File: src/fbc_consts.vh
// Constants of the flash bus command interface
`ifndef FBC_CONSTS_VH
`define FBC_CONSTS_VH
`define FBC_CMD_READ_ARRAY  8'hFF
`define FBC_CMD_READ_ID     8'h90
`define FBC_CMD_READ_STATUS 8'h70
`define FBC_CMD_CLEAR_STAT  8'h50
`define FBC_CMD_ERASE_SETUP 8'h20
`define FBC_CMD_CONFIRM     8'hD0
`define FBC_CMD_PROG_SETUP  8'h40
`define FBC_CMD_PROG_ALT    8'h10
`define FBC_CMD_SUSPEND     8'hB0
`define FBC_CMD_CONFIG_SET  8'h60
`define FBC_CMD_CONFIG_CONF 8'h03
`define FBC_STATUS_RESET    8'h80
`define FBC_CFG_RESET       6'h00
`define FBC_SR_READY        7
`define FBC_SR_ERASE_SUSP   6
`define FBC_SR_ERASE_ERR    5
`define FBC_SR_PROG_ERR     4
`define FBC_SR_VPP_ERR      3
`define FBC_SR_PROG_SUSP    2
`define FBC_SR_PROTECT_ERR  1
`define FBC_CFG_SYNC_BIT    5
`define FBC_CFG_LEN_LSB     0
`define FBC_CFG_LEN_MSB     1
`define FBC_ID_MFR_ADDR     2'h0
`define FBC_ID_DEV_ADDR     2'h1
`define FBC_ID_CFG_ADDR     2'h2
`define FBC_PAGE_BITS       2
`endif

File: src/fbc_addr_latch.v
// Address latch: opens with addr_valid_n and chipSelectN low, reloads on each clock edge until latchOpen falls
`timescale 1ns/1ps
module fbc_addr_latch #(
    parameter AW = 20
) (
    // Clock and reset
    input  wire          clock,
    input  wire          srst,
    // Strobes
    input  wire          latchOpen,
    input  wire          closeNow,
    input  wire [AW-1:0] addrIn,
    // Latched address
    output reg  [AW-1:0] addrOut,
    output reg           captured
);
    always @(posedge clock) begin
        if (srst) begin
            addrOut  <= {AW{1'b0}};
            captured <= 1'b0;
        end else begin
            captured <= 1'b0;
            if (latchOpen) begin
                addrOut <= addrIn;
                if (closeNow) begin
                    captured <= 1'b1;
                end
            end
        end
    end
endmodule

File: src/fbc_write_engine.v
// Write engine model: erase and program timing, suspend, error flags
`timescale 1ns/1ps
`include "fbc_consts.vh"
module fbc_write_engine #(
    parameter ERASE_CYCLES = 64,
    parameter PROG_CYCLES  = 16
) (
    // Clock and reset
    input  wire       clock,
    input  wire       srst,
    // Commands from decoder
    input  wire       startErase,
    input  wire       startProg,
    input  wire       clearErr,
    input  wire       suspendReq,
    input  wire       resumeReq,
    input  wire       lockedBlock,
    input  wire       vppLow,
    // State
    output wire       busy,
    output reg        eraseSusp,
    output reg        progSusp,
    output reg        eraseErr,
    output reg        progErr,
    output reg        vppErr,
    output reg        protectErr
);
    reg [15:0] count;
    reg        running;
    reg        isErase;
    assign busy = running & ~eraseSusp & ~progSusp;

    always @(posedge clock) begin
        if (srst) begin
            count      <= 16'h0000;
            running    <= 1'b0;
            isErase    <= 1'b0;
            eraseSusp  <= 1'b0;
            progSusp   <= 1'b0;
            eraseErr   <= 1'b0;
            progErr    <= 1'b0;
            vppErr     <= 1'b0;
            protectErr <= 1'b0;
        end else begin
            // Clear first so that a same-cycle error set wins
            if (clearErr) begin
                eraseErr   <= 1'b0;
                progErr    <= 1'b0;
                vppErr     <= 1'b0;
                protectErr <= 1'b0;
            end
            // Erase setup not followed by its confirm flags both errors
            if (startErase && startProg) begin
                eraseErr <= 1'b1;
                progErr  <= 1'b1;
            end else if (!running && (startErase || startProg)) begin
                if (lockedBlock || vppLow) begin
                    protectErr <= protectErr | lockedBlock;
                    vppErr     <= vppErr | vppLow;
                    eraseErr   <= eraseErr | startErase;
                    progErr    <= progErr | startProg;
                end else begin
                    running <= 1'b1;
                    isErase <= startErase;
                    count   <= startErase ? ERASE_CYCLES[15:0]
                                          : PROG_CYCLES[15:0];
                end
            end else if (running) begin
                if (suspendReq && busy) begin
                    eraseSusp <= isErase;
                    progSusp  <= ~isErase;
                end else if (resumeReq) begin
                    eraseSusp <= 1'b0;
                    progSusp  <= 1'b0;
                end else if (busy) begin
                    if (count == 16'h0001) begin
                        running <= 1'b0;
                    end
                    count <= count - 16'h0001;
                end
            end
        end
    end
endmodule

File: src/fbc_command_decoder.v
// Flash bus interface and command decoder top
`timescale 1ns/1ps
`include "fbc_consts.vh"
module fbc_command_decoder #(
    parameter AW           = 20,
    parameter DW           = 16,
    parameter PARAM_TOP    = 20'h0_8000,
    parameter LOCK_TOP     = 20'h0_8000,
    parameter ERASE_CYCLES = 64,
    parameter PROG_CYCLES  = 16,
    parameter MFR_CODE     = 16'h5A5A, // Arbitrary value
    parameter DEV_CODE     = 16'hA5A5  // Arbitrary value
) (
    // Clock and reset
    input  wire          clock,
    input  wire          srst,
    // Flash bus strobes
    input  wire          powerdown_reset_n,
    input  wire          chipSelectN,
    input  wire          addr_valid_n,
    input  wire          outputEnableN,
    input  wire          writeEnableN,
    input  wire          writeProtectN,
    input  wire          vppLow,
    input  wire [AW-1:0] address,
    // Data lines, split
    input  wire [DW-1:0] dataLinesIn,
    output reg  [DW-1:0] data_lines,
    output reg           dataLinesOe,
    // Array access toward storage
    input  wire [DW-1:0] arrayData,
    output reg  [AW-1:0] arrayAddr,
    output reg           progStrobe,
    output reg  [AW-1:0] program_address,
    output reg  [DW-1:0] program_data,
    output reg           eraseStrobe,
    output reg  [7:0]    status_read_data
);
    localparam M_ARRAY  = 3'b001;
    localparam M_ID     = 3'b010;
    localparam M_STATUS = 3'b100;
    localparam P_IDLE   = 4'b0001;
    localparam P_ERASE  = 4'b0010;
    localparam P_PROG   = 4'b0100;
    localparam P_CFG    = 4'b1000;

    reg  [2:0]    readMode;
    reg  [3:0]    pend;
    reg  [5:0]    read_config_value;
    reg           ceQ;
    reg           weQ;
    reg           advQ;
    reg  [AW-1:0] wrAddr;
    reg  [AW-1:0] burstAddr;
    wire          inReset = srst | ~powerdown_reset_n;
    wire [AW-1:0] latchedAddr;
    wire          addrCaptured;
    wire          busy;
    wire          eraseSusp;
    wire          progSusp;
    wire          eraseErr;
    wire          progErr;
    wire          vppErr;
    wire          protectErr;
    reg           startErase;
    reg           startProg;
    reg           suspendReq;
    reg           resumeReq;
    wire [7:0]    cmd = dataLinesIn[7:0];

    function isLocked;
        input [AW-1:0] a;
        begin
            isLocked = (a < LOCK_TOP) & ~writeProtectN;
        end
    endfunction

    ////////////////////////////////////////////////////////////////////
    // Strobe edge detection
    wire syncMode = read_config_value[`FBC_CFG_SYNC_BIT];
    wire readCyc  = ~chipSelectN & writeEnableN & outputEnableN == 1'b0;
    wire advRise  = addr_valid_n & ~advQ;
    wire writeOn  = ~chipSelectN & ~writeEnableN & outputEnableN;
    // First rising edge of WE or CE ends the write
    wire wrEnd    = (~weQ & ~ceQ) & (writeEnableN | chipSelectN);
    wire clearCmd = wrEnd & outputEnableN & (pend == P_IDLE)
                    & (cmd == `FBC_CMD_CLEAR_STAT);
    wire [7:0] status = {~busy, eraseSusp, eraseErr, progErr,
                         vppErr, progSusp, protectErr, 1'b0};

    always @(posedge clock) begin
        if (inReset) begin
            ceQ  <= 1'b1;
            weQ  <= 1'b1;
            advQ <= 1'b1;
        end else begin
            ceQ  <= chipSelectN;
            weQ  <= writeEnableN;
            advQ <= addr_valid_n;
        end
    end

    // Open while ADV and CE are both low; sync mode also pulses captured on each clock edge while open
    fbc_addr_latch #(
        .AW (AW)
    ) uLatch (
        .clock     (clock),
        .srst      (inReset),
        .latchOpen (~addr_valid_n & ~chipSelectN),
        .closeNow  (syncMode),
        .addrIn    (address),
        .addrOut   (latchedAddr),
        .captured  (addrCaptured)
    );

    // Abort on reset: engine held in reset with the pin
    fbc_write_engine #(
        .ERASE_CYCLES (ERASE_CYCLES),
        .PROG_CYCLES  (PROG_CYCLES)
    ) uEngine (
        .clock       (clock),
        .srst        (inReset),
        .startErase  (startErase),
        .startProg   (startProg),
        .clearErr    (clearCmd),
        .suspendReq  (suspendReq),
        .resumeReq   (resumeReq),
        .lockedBlock (isLocked(wrAddr)),
        .vppLow      (vppLow),
        .busy        (busy),
        .eraseSusp   (eraseSusp),
        .progSusp    (progSusp),
        .eraseErr    (eraseErr),
        .progErr     (progErr),
        .vppErr      (vppErr),
        .protectErr  (protectErr)
    );

    ////////////////////////////////////////////////////////////////////
    // Command decoder; clock edges are only used to sample strobes
    always @(posedge clock) begin
        if (inReset) begin
            readMode          <= M_ARRAY;
            pend              <= P_IDLE;
            read_config_value <= `FBC_CFG_RESET;
            wrAddr            <= {AW{1'b0}};
            startErase        <= 1'b0;
            startProg         <= 1'b0;
            suspendReq        <= 1'b0;
            resumeReq         <= 1'b0;
            progStrobe        <= 1'b0;
            eraseStrobe       <= 1'b0;
            program_address   <= {AW{1'b0}};
            program_data      <= {DW{1'b0}};
        end else begin
            startErase  <= 1'b0;
            startProg   <= 1'b0;
            suspendReq  <= 1'b0;
            resumeReq   <= 1'b0;
            progStrobe  <= 1'b0;
            eraseStrobe <= 1'b0;
            if (writeOn) begin
                wrAddr <= address;
            end
            if (wrEnd && outputEnableN) begin
                case (pend)
                P_ERASE: begin
                    pend     <= P_IDLE;
                    readMode <= M_STATUS;
                    if (cmd == `FBC_CMD_CONFIRM) begin
                        startErase  <= 1'b1;
                        eraseStrobe <= ~busy & ~isLocked(wrAddr) & ~vppLow;
                    end else begin
                        startErase <= 1'b1;
                        startProg  <= 1'b1;
                    end
                end
                P_PROG: begin
                    pend            <= P_IDLE;
                    readMode        <= M_STATUS;
                    startProg       <= 1'b1;
                    progStrobe      <= ~busy & ~isLocked(wrAddr) & ~vppLow;
                    program_address <= wrAddr;
                    program_data    <= dataLinesIn;
                end
                P_CFG: begin
                    pend <= P_IDLE;
                    if (cmd == `FBC_CMD_CONFIG_CONF) begin
                        read_config_value <= wrAddr[5:0];
                    end
                end
                default: begin
                    pend <= P_IDLE;
                    case (cmd)
                    `FBC_CMD_READ_ARRAY: begin
                        if (!busy) begin
                            readMode <= M_ARRAY;
                        end
                    end
                    `FBC_CMD_READ_ID:     readMode <= M_ID;
                    `FBC_CMD_READ_STATUS: readMode <= M_STATUS;
                    `FBC_CMD_CLEAR_STAT: begin
                        readMode <= M_ARRAY;
                    end
                    `FBC_CMD_ERASE_SETUP: pend <= P_ERASE;
                    `FBC_CMD_PROG_SETUP:  pend <= P_PROG;
                    `FBC_CMD_PROG_ALT:    pend <= P_PROG;
                    `FBC_CMD_CONFIG_SET:  pend <= P_CFG;
                    `FBC_CMD_SUSPEND: begin
                        suspendReq <= 1'b1;
                        readMode   <= M_STATUS;
                    end
                    `FBC_CMD_CONFIRM: begin
                        resumeReq <= 1'b1;
                        readMode  <= M_STATUS;
                    end
                    default: readMode <= readMode;
                    endcase
                end
                endcase
            end
        end
    end

    ////////////////////////////////////////////////////////////////////
    // Read path
    wire burstOn  = syncMode & (readMode == M_ARRAY)
                    & (latchedAddr >= PARAM_TOP);
    reg [DW-1:0] next_data;

    always @* begin
        next_data = arrayData;
        case (readMode)
        M_STATUS: next_data = {{(DW-8){1'b0}}, status_read_data};
        M_ID: begin
            case (latchedAddr[1:0])
            `FBC_ID_MFR_ADDR: next_data = MFR_CODE;
            `FBC_ID_DEV_ADDR: next_data = DEV_CODE;
            `FBC_ID_CFG_ADDR: next_data = {{(DW-6){1'b0}},
                                           read_config_value};
            default:          next_data = {DW{1'b0}};
            endcase
        end
        default: next_data = arrayData;
        endcase
    end

    always @(posedge clock) begin
        if (inReset) begin
            data_lines       <= {DW{1'b0}};
            dataLinesOe      <= 1'b0;
            arrayAddr        <= {AW{1'b0}};
            burstAddr        <= {AW{1'b0}};
            status_read_data <= `FBC_STATUS_RESET;
        end else begin
            // Status is snapshotted at each read start
            if (clearCmd) begin
                status_read_data <= {status[7:6], 3'b000,
                                     status[2], 2'b00};
            end else if (advRise || (~outputEnableN & ceQ)) begin
                status_read_data <= status;
            end
            dataLinesOe <= readCyc & ~chipSelectN;
            data_lines  <= next_data;
            if (addrCaptured) begin
                burstAddr <= latchedAddr;
            end else if (burstOn && readCyc && addr_valid_n) begin
                // Wrap within a fixed 8-word burst on burstAddr[2:0]; config length bits unused
                burstAddr[`FBC_PAGE_BITS:0] <=
                    burstAddr[`FBC_PAGE_BITS:0] + 3'h1;
            end
            if (burstOn) begin
                arrayAddr <= burstAddr;
            end else begin
                // Page word selected by low address bits
                arrayAddr <= latchedAddr;
            end
        end
    end
endmodule

File: config.mk
export PLATFORM = sky130hd
export DESIGN_NAME = fbc_command_decoder
export DESIGN_NICKNAME = d
export VERILOG_FILES = /design/src/fbc_addr_latch.v /design/src/fbc_write_engine.v /design/src/fbc_command_decoder.v
export VERILOG_INCLUDE_DIRS = /design/src /design/src/src
export SDC_FILE = /design/constraint.sdc
export NUM_CORES = 1
export LEC_CHECK = 0
export BUFFER_PORTS_ARGS = -buffer_cell sky130_fd_sc_hd__buf_2
export CAP_MARGIN = 25
export CORE_ASPECT_RATIO = 0.5
export CORE_MARGIN = 5
export CORE_UTILIZATION = 45
export DETAILED_ROUTE_END_ITERATION = 8
export HOLD_SLACK_MARGIN = 0.03
export PLACE_DENSITY_LB_ADDON = 0.15
export SYNTH_ARGS = -nofsm -noshare
export SYNTH_HDL_FRONTEND = slang
export SYNTH_SLANG_ARGS = --single-unit
File: constraint.sdc
create_clock -name clock -period 2.8 [get_ports clock]
set_input_delay 0.84 -clock clock [delete_from_list [all_inputs] [get_ports clock]]
set_output_delay 0.84 -clock clock [all_outputs]
set_load 0.05 [all_outputs]
# Word-level counts from Yosys, hierarchy flattened
# Cells that the tools add are included.
# Widths: inputs -> output; s select.
# op_classes
n_addsub	2
order_cmp	2
eq_ne	25
muxes	51
bitwise_logic	50
n_reduce_logical	34
# ops
op	count
$mux 16	6
$pmux 16 s3	1
$eq 8x7->1 const B	4
$eq 8x8->1 const B	4
$pmux 16 s2	1
$mux 1	31
$not 1->1	24
$and 1x1->1	20
$ge 20x16->1 const B	1
$lt 20x16->1 const B	1
$mux 20	1
$eq 16x1->1 const B	1
$mux 8	2
$sub 16x1->16 const B	1
$pmux 3 s4	1
$pmux 4 s3	1
$reduce_bool 2->1	5
$reduce_or 2->1	5
$mux 3	3
$reduce_or 3->1	3
$eq 8x2->1 const B	1
$eq 8x5->1 const B	1
$eq 8x6->1 const B	1
$reduce_and 4->1	2
other kinds (28)	43
# word_totals
reg_bits	187
input_bits	61
out_inout_bits	83
elab_cells	197

# Longest topological paths before layout
# Gate-level depths: netlist of the first run.
# logic_depth
ltp_word	10
depth_mapped	8
ltp_nobuf	6

# By module
# A second synthesis of the first run with hierarchy kept.
# hier_totals
cells_unflattened	840
hier_area_um2	7533.5
# by_module_without_submodules
module	instances	cells_each	area_per_inst_um2	seq_area_each_um2
fbc_command_decoder	1	606	5348.9	2842.7
fbc_write_engine	1	167	1421.4	480.5
fbc_addr_latch	1	67	763.2	420.4

# Worst setup path before layout of the first run
# No wires, ideal clock.
# synth_timing
kind	input to register
start	in dataLinesIn[5]
end	reg uEngine.eraseErr
setup_ns	0.132
t_arrival_ns	2.423
required_ns	2.668
setup_slack_ns	0.245
path_stages	6
n_path_buf	1
cell_sequence	buf_2 -> or4_1 -> or3_1 -> or3_1 -> o21ai_1 -> a21oi_1
# synth_via
elab_chain_cells	6
# synth_rtl
element	line	source
start: declaration	fbc_command_decoder.v:27	input wire [DW-1:0] dataLinesIn,
$eq 8x7->1 *	n/a	
$and 1x1->1 *	fbc_command_decoder.v:86	wire clearCmd = wrEnd & outputEnableN & (pend == P_IDLE)
$mux 1 *	fbc_write_engine.v:46	if (clearErr) begin
$mux 1	fbc_write_engine.v:57	if (lockedBlock || vppLow) begin
$mux 1 *	fbc_write_engine.v:56	end else if (!running && (startErase || startProg)) begin
$mux 1 *	fbc_write_engine.v:53	if (startErase && startProg) begin
end signal: assignment	fbc_write_engine.v:60	eraseErr <= eraseErr | startErase;
end: declaration	fbc_write_engine.v:23	output reg eraseErr,
# Mark *: on every way between the ends. The rest lies on a longest branch, timed or not.
# A chain may end at the register's enable or synchronous reset.

# Worst setup path after layout of the first run
# layout_timing
start	in dataLinesIn[5]
end	reg uEngine.vppErr
# layout_via
elab_chain_cells	6
# layout_rtl
element	line	source
$eq 8x7->1 *	n/a	
$and 1x1->1 *	fbc_command_decoder.v:86	
$mux 1 *	fbc_write_engine.v:46	
$mux 1	fbc_write_engine.v:57	
$mux 1	fbc_write_engine.v:56	
$mux 1 *	fbc_write_engine.v:53	
end signal: assignment	fbc_write_engine.v:59	vppErr <= vppErr | vppLow;
end: declaration	fbc_write_engine.v:25	output reg vppErr,
# Marked as above.

==> results of run 1 <==
## metrics by stage
stage          area (um2)  setup slack, ps  util [%]
6_report             8900              575      55.0
2_1_floorplan        7340              245         -
4_1_cts              8900              595      55.0
5_1_grt              8900              518      55.0
3_3_place_gp         8280              181      51.1
3_5_place_dp         8280              155      51.1
## cells by family after synthesis
family / share of synthesized area (%)
muxes: 4.09
buffers and inverters: 3.56
and+or+nand+nor: 24.2
xor gates and xnor gates: 0.955
DFF: 51.0
AOI/OAI and AO/OA: 15.6
other: 0.0511
adders and majority gates: 0.512
## critical path: stages
cell,delay [ps]
buf_2,110
or4_1,450
or3_1,400
or3_1,450
o21ai_1,170
a21oi_1,80
## final cells by class
class | instances | area (um2)
Fill cell | 1620 | 7280
Sequential cell | 187 | 3740
Multi-Input combinational cell | 629 | 3340
Timing Repair Buffer | 159 | 863
Clock buffer | 18 | 439
Tap cell | 227 | 284
Clock inverter | 14 | 181
Inverter | 11 | 41.3
Antenna cell | 2 | 5.00
## layer usage
layer,vias to the layer above,routed length [um]
met3,15,757
li1,3268,-
met4,6,106
met1,3033,8590
met5,-,39
met2,105,9190
## flip-flops by register name (all words and copies together) (netlist names), 4 cells and up
signal / flops
arrayAddr: 20
burstAddr: 20
read_config_value: 6
pend: 4
program_data: 16
data_lines: 16
status_read_data: 7
wrAddr: 20
uEngine.count: 16
program_address: 20
uLatch.addrOut: 20
## path summary, 6_finish.rpt
check | start | to | slack [ps] | depth (start not counted)
min | wrAddr[12] | program_address[12] | 450 | 2
min reg2reg | wrAddr[12] | program_address[12] | 450 | 2
max reg2reg | pend[1] | uEngine.vppErr | 620 | 5
max | dataLinesIn[5] | uEngine.vppErr | 580 | 6
## report_power, final
part / internal (mW) / leakage [nW] / total, mW / switching (mW)
Clock: 1.38 / 0.302 / 2.49 / 1.11
Sequential: 2.68 / 1.51 / 2.69 / 0.0133
Combinational: 0.0842 / 1.64 / 0.267 / 0.183
## cells in the final DEF, fill, tap and decap left out, drive strengths merged, types with 5 or more instances in the layout
cell / count
a21oi: 129
a22oi: 6
buf: 159
clkbuf: 18
clkinv: 6
dfxtp: 187
inv: 16
mux2i: 30
nand2: 227
nand2b: 13
nand3: 15
nand4: 5
nor2: 70
nor3: 8
nor3b: 5
nor4: 7
o21ai: 18
o31ai: 10
or3: 6
or4: 14
xor2: 5
==> impl_metrics.py, run 1 <==
metrics = {
    "outcome": {
        "outcome": "finished clean",
    },
    "drt": {
        "post_drt_wl_per_cell_um": 15.0,
        "drtIter0Drc": 287,
        "drcViolationCount": 0,
        "dr.pass1.iters": 5,
        "ant_nets": 0,
        "vias_per_cell": 5.15,
        "drt-total-wl_um": 18700,
        "vias": 6427,
    },
    "timing": {
        "holdWs_ps": 451,
        "final.min_clock_period_ps": 2220,
        "maxSlewViolCount": 0,
        "relSlewSlack_pct": 49.4,
        "tns_ps": 0,
        "setup_viol": 0,
        "hold_viol_final": 0,
        "skew_ps": 10.8,
        "max_freq_mhz": 449,
        "tightest_slew_ps": 758,
        "rsz0062_at_grt": "false",
        "period_share_pct": 79.5,
    },
    "global_routing": {
        "grtUsageMet1_pct": 25.5,
        "busiest_layer": "met2",
        "grtUsageTotal_pct": 19.9,
        "first_global_vias": 6256,
        "grt_pass1_wl_um": 30900,
        "grtUsageMet3_pct": 5.80,
        "antenna_found_initial": 5,
        "grt-ovfl-total": 0,
        "grt_use_met2_pct": 33.7,
        "grt_max_degree": 156,
    },
    "place": {
        "dp_cells": 1213,
        "portBuffers": 142,
        "dp_hpwl_um": 13300,
        "gp_congestion": 0.879,
    },
    "yosys": {
        "synth-seq-cells": 187,
        "synth_most_common_cell": "nand2_1",
        "synthTopCellsByCount": "nand2_1, dfxtp_1, a21oi_1, nor2_1, clkbuf_1",
        "synthArstFlopShare_pct": 0,
        "synth_warnings": 0,
        "syn_avg_cell_area_um2": 8.34,
        "synth_area_leaders": "dfxtp_1, nand2_1, a21oi_1",
        "synth_ff_type": "dfxtp_1",
        "synthDistinctLibCells": 66,
        "synth_top_area_share_pct": 51.0,
        "seq_area_frac_synth_pct": 51.0,
        "synth_area_um2": 7340,
        "synth-edff-count": 0,
        "syn_nets": 944,
        "syn_inst": 880,
        "yosys.area.top_type": "dfxtp_1",
    },
    "clock_tree": {
        "clock_latency_ps": 430,
        "cts.repair.resized": 0,
        "path_clk_slew_ps": 70,
        "cts_inserted_buffers": 17,
        "cts_root_buf": "clkbuf_16",
        "cts_tree": "done",
        "ctsLongestPathBuffers": 2,
        "postCtsSetupRepairBufs": 0,
        "cts_hold_buf": 0,
        "cts_sinks": 187,
        "htreeDepth": 4,
    },
    "critical_path": {
        "cp_max_fo": 4,
        "arrival_ps": 2510,
        "start_kind": "primary input",
        "critPathRequiredTime_ps": 3080,
        "worst_setup_path_end_kind": "flop",
        "critPathKind": "primary input to flop",
    },
    "die": {
        "dieWidth_um": 191,
        "rows": 33,
        "design.die.area_um2": 19100,
        "dieHeight_um": 100,
        "io_pins": 144,
        "initial_core_util_pct": 45.3,
        "core_um2": 16200,
    },
    "run": {
        "drv_cap": 0,
    },
    "power_and_ir_drop": {
        "p_total_mw": 5.45,
        "p_leak_nw": 3.45,
        "ir_drop_mv": 0.428,
        "powerDensity_nw_per_um2": 613,
    },
    "layout": {
        "finalNetCount": 1069,
        "drive_above_1_share_pct": 20.2,
        "syn_to_final_growth_pct": 21.3,
        "fin_cells": 1247,
    },
    "worst_hold_path": {
        "hp-class": "flop to flop",
    },
}
Note: power is estimated with default switching activity, not from simulation.
==> inputs of run 2 (changes only) <==
Clock period 2.8 ns to 2.2 ns, I/O delays scaled along.
==> impl_metrics.py, run 2 (synthesis results as in run 1) <==
metrics = {
    "timing": {
        "skew_ps": 11.2,
        "setup_viol": 0,
        "max_freq_mhz": 489,
        "relSlewSlack_pct": 49.8,
        "holdWs_ps": 446,
        "final.min_clock_period_ps": 2050,
        "tightest_slew_ps": 753,
        "hold_viol_final": 0,
        "rsz0062_at_grt": "false",
        "maxSlewViolCount": 0,
        "period_share_pct": 93.0,
        "tns_ps": 0,
    },
    "global_routing": {
        "first_global_vias": 6344,
        "grt_max_degree": 156,
        "grtUsageMet3_pct": 5.11,
        "grtUsageMet1_pct": 25.6,
        "grtUsageTotal_pct": 19.9,
        "busiest_layer": "met2",
        "grt-ovfl-total": 0,
        "antenna_found_initial": 5,
        "grt_use_met2_pct": 33.2,
        "grt_pass1_wl_um": 30800,
    },
    "die": {
        "initial_core_util_pct": 45.3,
        "design.die.area_um2": 19100,
        "dieHeight_um": 100,
        "rows": 33,
        "dieWidth_um": 191,
        "io_pins": 144,
        "core_um2": 16200,
    },
    "layout": {
        "final_cell_mix": "nand2_1, dfxtp_1, buf_2, a21oi_1, nor2_1",
        "final_common_cell": "nand2_1",
        "finalNetCount": 1088,
        "drive_above_1_share_pct": 21.9,
        "syn_to_final_growth_pct": 23.6,
        "fin_cells": 1266,
        "stdcell_area_um2": 9070,
    },
    "critical_path": {
        "worst-path-buf-inv": 0,
        "arrival_ps": 2330,
        "critPathKind": "flop to flop",
        "worstPathCellList": "or4_1, or3_4, or3_4, o21ai_1, a21oi_1",
        "start_kind": "flop",
        "critPathRequiredTime_ps": 2480,
        "worst_setup_path_end_kind": "flop",
        "path_delay_family": "simple AND/OR/NAND/NOR gates",
        "cp_common_cell": "or3_4",
        "crit_slowest_cell": "or4_1",
        "critical_path.max_stage_delay_ps": 510,
        "cp_max_fo": 4,
    },
    "place": {
        "dp_cells": 1232,
        "portBuffers": 142,
        "gp_congestion": 0.819,
        "placed_cell_area_um2": 8470,
        "dp_hpwl_um": 13300,
    },
    "power_and_ir_drop": {
        "powerDensity_nw_per_um2": 760,
        "p_leak_nw": 3.55,
        "ir_drop_mv": 0.611,
    },
    "drt": {
        "vias_per_cell": 5.15,
        "drt-total-wl_um": 19000,
        "drcViolationCount": 0,
        "vias": 6523,
        "drtIter0Drc": 338,
        "dr.pass1.iters": 5,
        "ant_nets": 0,
        "post_drt_wl_per_cell_um": 15.0,
    },
    "clock_tree": {
        "cts_sinks": 187,
        "cts_tree": "done",
        "htreeDepth": 4,
        "cts_inserted_buffers": 17,
        "path_clk_slew_ps": 80,
        "cts_hold_buf": 0,
        "postCtsSetupRepairBufs": 0,
        "clock_latency_ps": 430,
        "cts_root_buf": "clkbuf_16",
        "cts.repair.resized": 0,
        "ctsLongestPathBuffers": 2,
    },
    "run": {
        "drv_cap": 0,
    },
    "worst_hold_path": {
        "hp-class": "flop to flop",
    },
    "outcome": {
        "outcome": "finished clean",
    },
}
run 2: cell types whose count changed in the layout (fill, tap and decap cells not counted), sizes merged:
cell and change:
clkbuf +1, inv +3, buf +19, bufinv -1, clkinv -3
run 2: final timing paths:
kind,endpoint,cells after the start,slack (ps),startpoint
max,uEngine.eraseErr,5,150,pend[2]
min,program_address[14],2,450,wrAddr[14]
max reg2reg,uEngine.eraseErr,5,150,pend[2]
min reg2reg,program_address[14],2,450,wrAddr[14]
run 2: power breakdown:
part           internal, mW  leakage (nW)  switching [mW]
combinational         0.123          1.74           0.238
sequential             3.41          1.51          0.0172
clock                  1.67         0.293            1.43
run 2: layout make-up:
class	count	area, um2
clock inverter	13	146
tap	227	284
clock buffer	19	453
sequential	187	3740
timing repair buffer	178	1030
multi-input combinational	629	3350
inverter	11	53.8
fill	1542	7120
antenna	2	5.00
run 2: worst register-to-register path: cells and delay by family, from the launching register on:
family	cells	cell delay, ps
flops	1	340
simple gates	3	1360
compound gates	2	190
run 2: per-layer routing:
layer	wire [um]	vias up
met5	34	-
li1	-	3295
met3	807	28
met2	9170	118
met1	8680	3076
met4	274	6
run 2: metrics by stage:
stage / setup WS, ps / power (mW) / utilization, %
2_1_floorplan: -85.8 / 3.72 / -
3_3_place_gp: -232 / 3.87 / 52.3
3_5_place_dp: -246 / 3.87 / 52.3
4_1_cts: 150 / 6.98 / 56.0
5_1_grt: 18.2 / 7.14 / 56.0
6_report: 155 / 6.89 / 56.0
==> inputs of run 3 (changes only) <==
Settings changed: CORE_UTILIZATION 45 to 50.
==> impl_metrics.py, run 3 (synthesis results as in run 1) <==
metrics = {
    "clock_tree": {
        "cts_hold_buf": 0,
        "postCtsSetupRepairBufs": 0,
        "cts_sinks": 187,
        "path_clk_slew_ps": 70,
        "cts_tree": "done",
        "ctsLongestPathBuffers": 2,
        "htreeDepth": 4,
        "clock_latency_ps": 430,
        "cts_inserted_buffers": 17,
        "cts_root_buf": "clkbuf_16",
    },
    "layout": {
        "drive_above_1_share_pct": 22.5,
        "syn_to_final_growth_pct": 23.9,
        "final_common_cell": "nand2_1",
        "finalNetCount": 1096,
        "final_cell_mix": "nand2_1, dfxtp_1, buf_2, a21oi_1, nor2_1",
        "fin_cells": 1244,
        "stdcell_area_um2": 9090,
        "final_util_pct": 63.0,
    },
    "timing": {
        "final.min_clock_period_ps": 2100,
        "holdWs_ps": 451,
        "skew_ps": 16.3,
        "rsz0062_at_grt": "false",
        "tns_ps": 0,
        "max_freq_mhz": 477,
        "period_share_pct": 95.4,
        "maxSlewViolCount": 0,
        "setup_viol": 0,
        "hold_viol_final": 0,
    },
    "power_and_ir_drop": {
        "p_leak_nw": 3.58,
        "p_clk_share_pct": 45.1,
        "combPwrFrac_pct": 5.3,
        "seqPwrFrac_pct": 49.5,
        "p_int_mw": 5.18,
        "ir_drop_mv": 0.600,
        "swShare_pct": 25.2,
        "net-switching-power_mw": 1.75,
        "powerDensity_nw_per_um2": 762,
    },
    "place": {
        "dp_cells": 1211,
        "gp_congestion": 0.904,
        "placed_cell_area_um2": 8480,
        "portBuffers": 142,
        "dp_hpwl_um": 13300,
    },
    "critical_path": {
        "arrival_ps": 2450,
        "start_kind": "flop",
        "cp_max_fo": 7,
        "critical_path.max_stage_delay_ps": 590,
        "worst_setup_path_end_kind": "flop",
        "critPathKind": "flop to flop",
        "worstPathCellList": "or4_4, nor3_2, nand2b_1, or4_1, a21oi_1",
        "crit_slowest_cell": "or4_4",
        "worst-path-buf-inv": 0,
        "path_delay_family": "simple AND/OR/NAND/NOR gates",
        "critPathRequiredTime_ps": 2550,
    },
    "drt": {
        "drcViolationCount": 0,
        "dr.pass1.iters": 6,
        "drt-total-wl_um": 18800,
        "ant_nets": 0,
        "drtIter0Drc": 443,
        "vias": 6609,
        "post_drt_wl_per_cell_um": 15.1,
        "vias_per_cell": 5.31,
    },
    "worst_hold_path": {
        "hp-class": "flop to flop",
    },
    "die": {
        "dieWidth_um": 181,
        "initial_core_util_pct": 50.8,
        "core_um2": 14400,
        "dieHeight_um": 95.7,
        "design.die.area_um2": 17300,
        "rows": 31,
        "io_pins": 144,
    },
    "global_routing": {
        "grt_max_degree": 91,
        "grtUsageTotal_pct": 21.6,
        "grt-ovfl-total": 0,
        "grt_pass1_wl_um": 30500,
        "first_global_vias": 6263,
        "antenna_found_initial": 4,
    },
    "outcome": {
        "outcome": "finished clean",
    },
    "run": {
        "drv_cap": 0,
    },
}
[run 3: final timing paths]
check                   startpoint                 to  slack, ps  depth (start not counted)
setup / recovery  uEngine.count[7]  uEngine.count[14]        100                          5
hold / removal     program_data[2]    program_data[2]        450                          2
setup reg to reg  uEngine.count[7]  uEngine.count[14]        100                          5
hold reg to reg    program_data[2]    program_data[2]        450                          2
[run 3: timing repair]
| item | in CTS | in global routing |
|---|---|---|
| gates resized for setup | 0 | 1 |
| endpoints found under the setup margin | 0 | 6 |
| hold endpoints to repair | 0 | 0 |
[run 3: tightest hold or removal path: cells and delay by family (launching register included)]
kind            cells  cell delay (ps)
compound gates      1               50
simple gates        1               50
flops               1              310
[run 3: area by class of cell]
type / count / area [um2]
antenna: 1 / 2.50
clock buffer: 18 / 429
clock inverter: 14 / 176
fill: 1300 / 5340
inverter: 11 / 53.8
multi-input combinational: 629 / 3360
sequential: 187 / 3740
tap: 198 / 248
timing repair buffer: 186 / 1080
[run 3: per-layer routing]
metal  routed length, um  track usage [%]  vias up
met1                8460             26.8     3135
met4                 178             4.74        6
met5                  39                0        -
met2                9100             37.7      139
li1                    -                -     3307
met3                1060             6.52       22
[run 3: per-stage QoR]
stage / power (mW) / worst slack (ps)
global route: 7.15 / 41.0
finish: 6.92 / 102
CTS: 6.97 / 145
global placement: 3.87 / -221
floorplan: 3.72 / -85.8
detailed placement: 3.88 / -235
[run 3: power groups by stage]
stage	clock network, mW	registers, mW	logic (mW)
6_report	3.13	3.43	0.370
3_3_place_gp	0	3.51	0.364
4_1_cts	3.18	3.43	0.369
3_5_place_dp	0	3.51	0.368
2_1_floorplan	0	3.56	0.163
5_1_grt	3.32	3.43	0.402
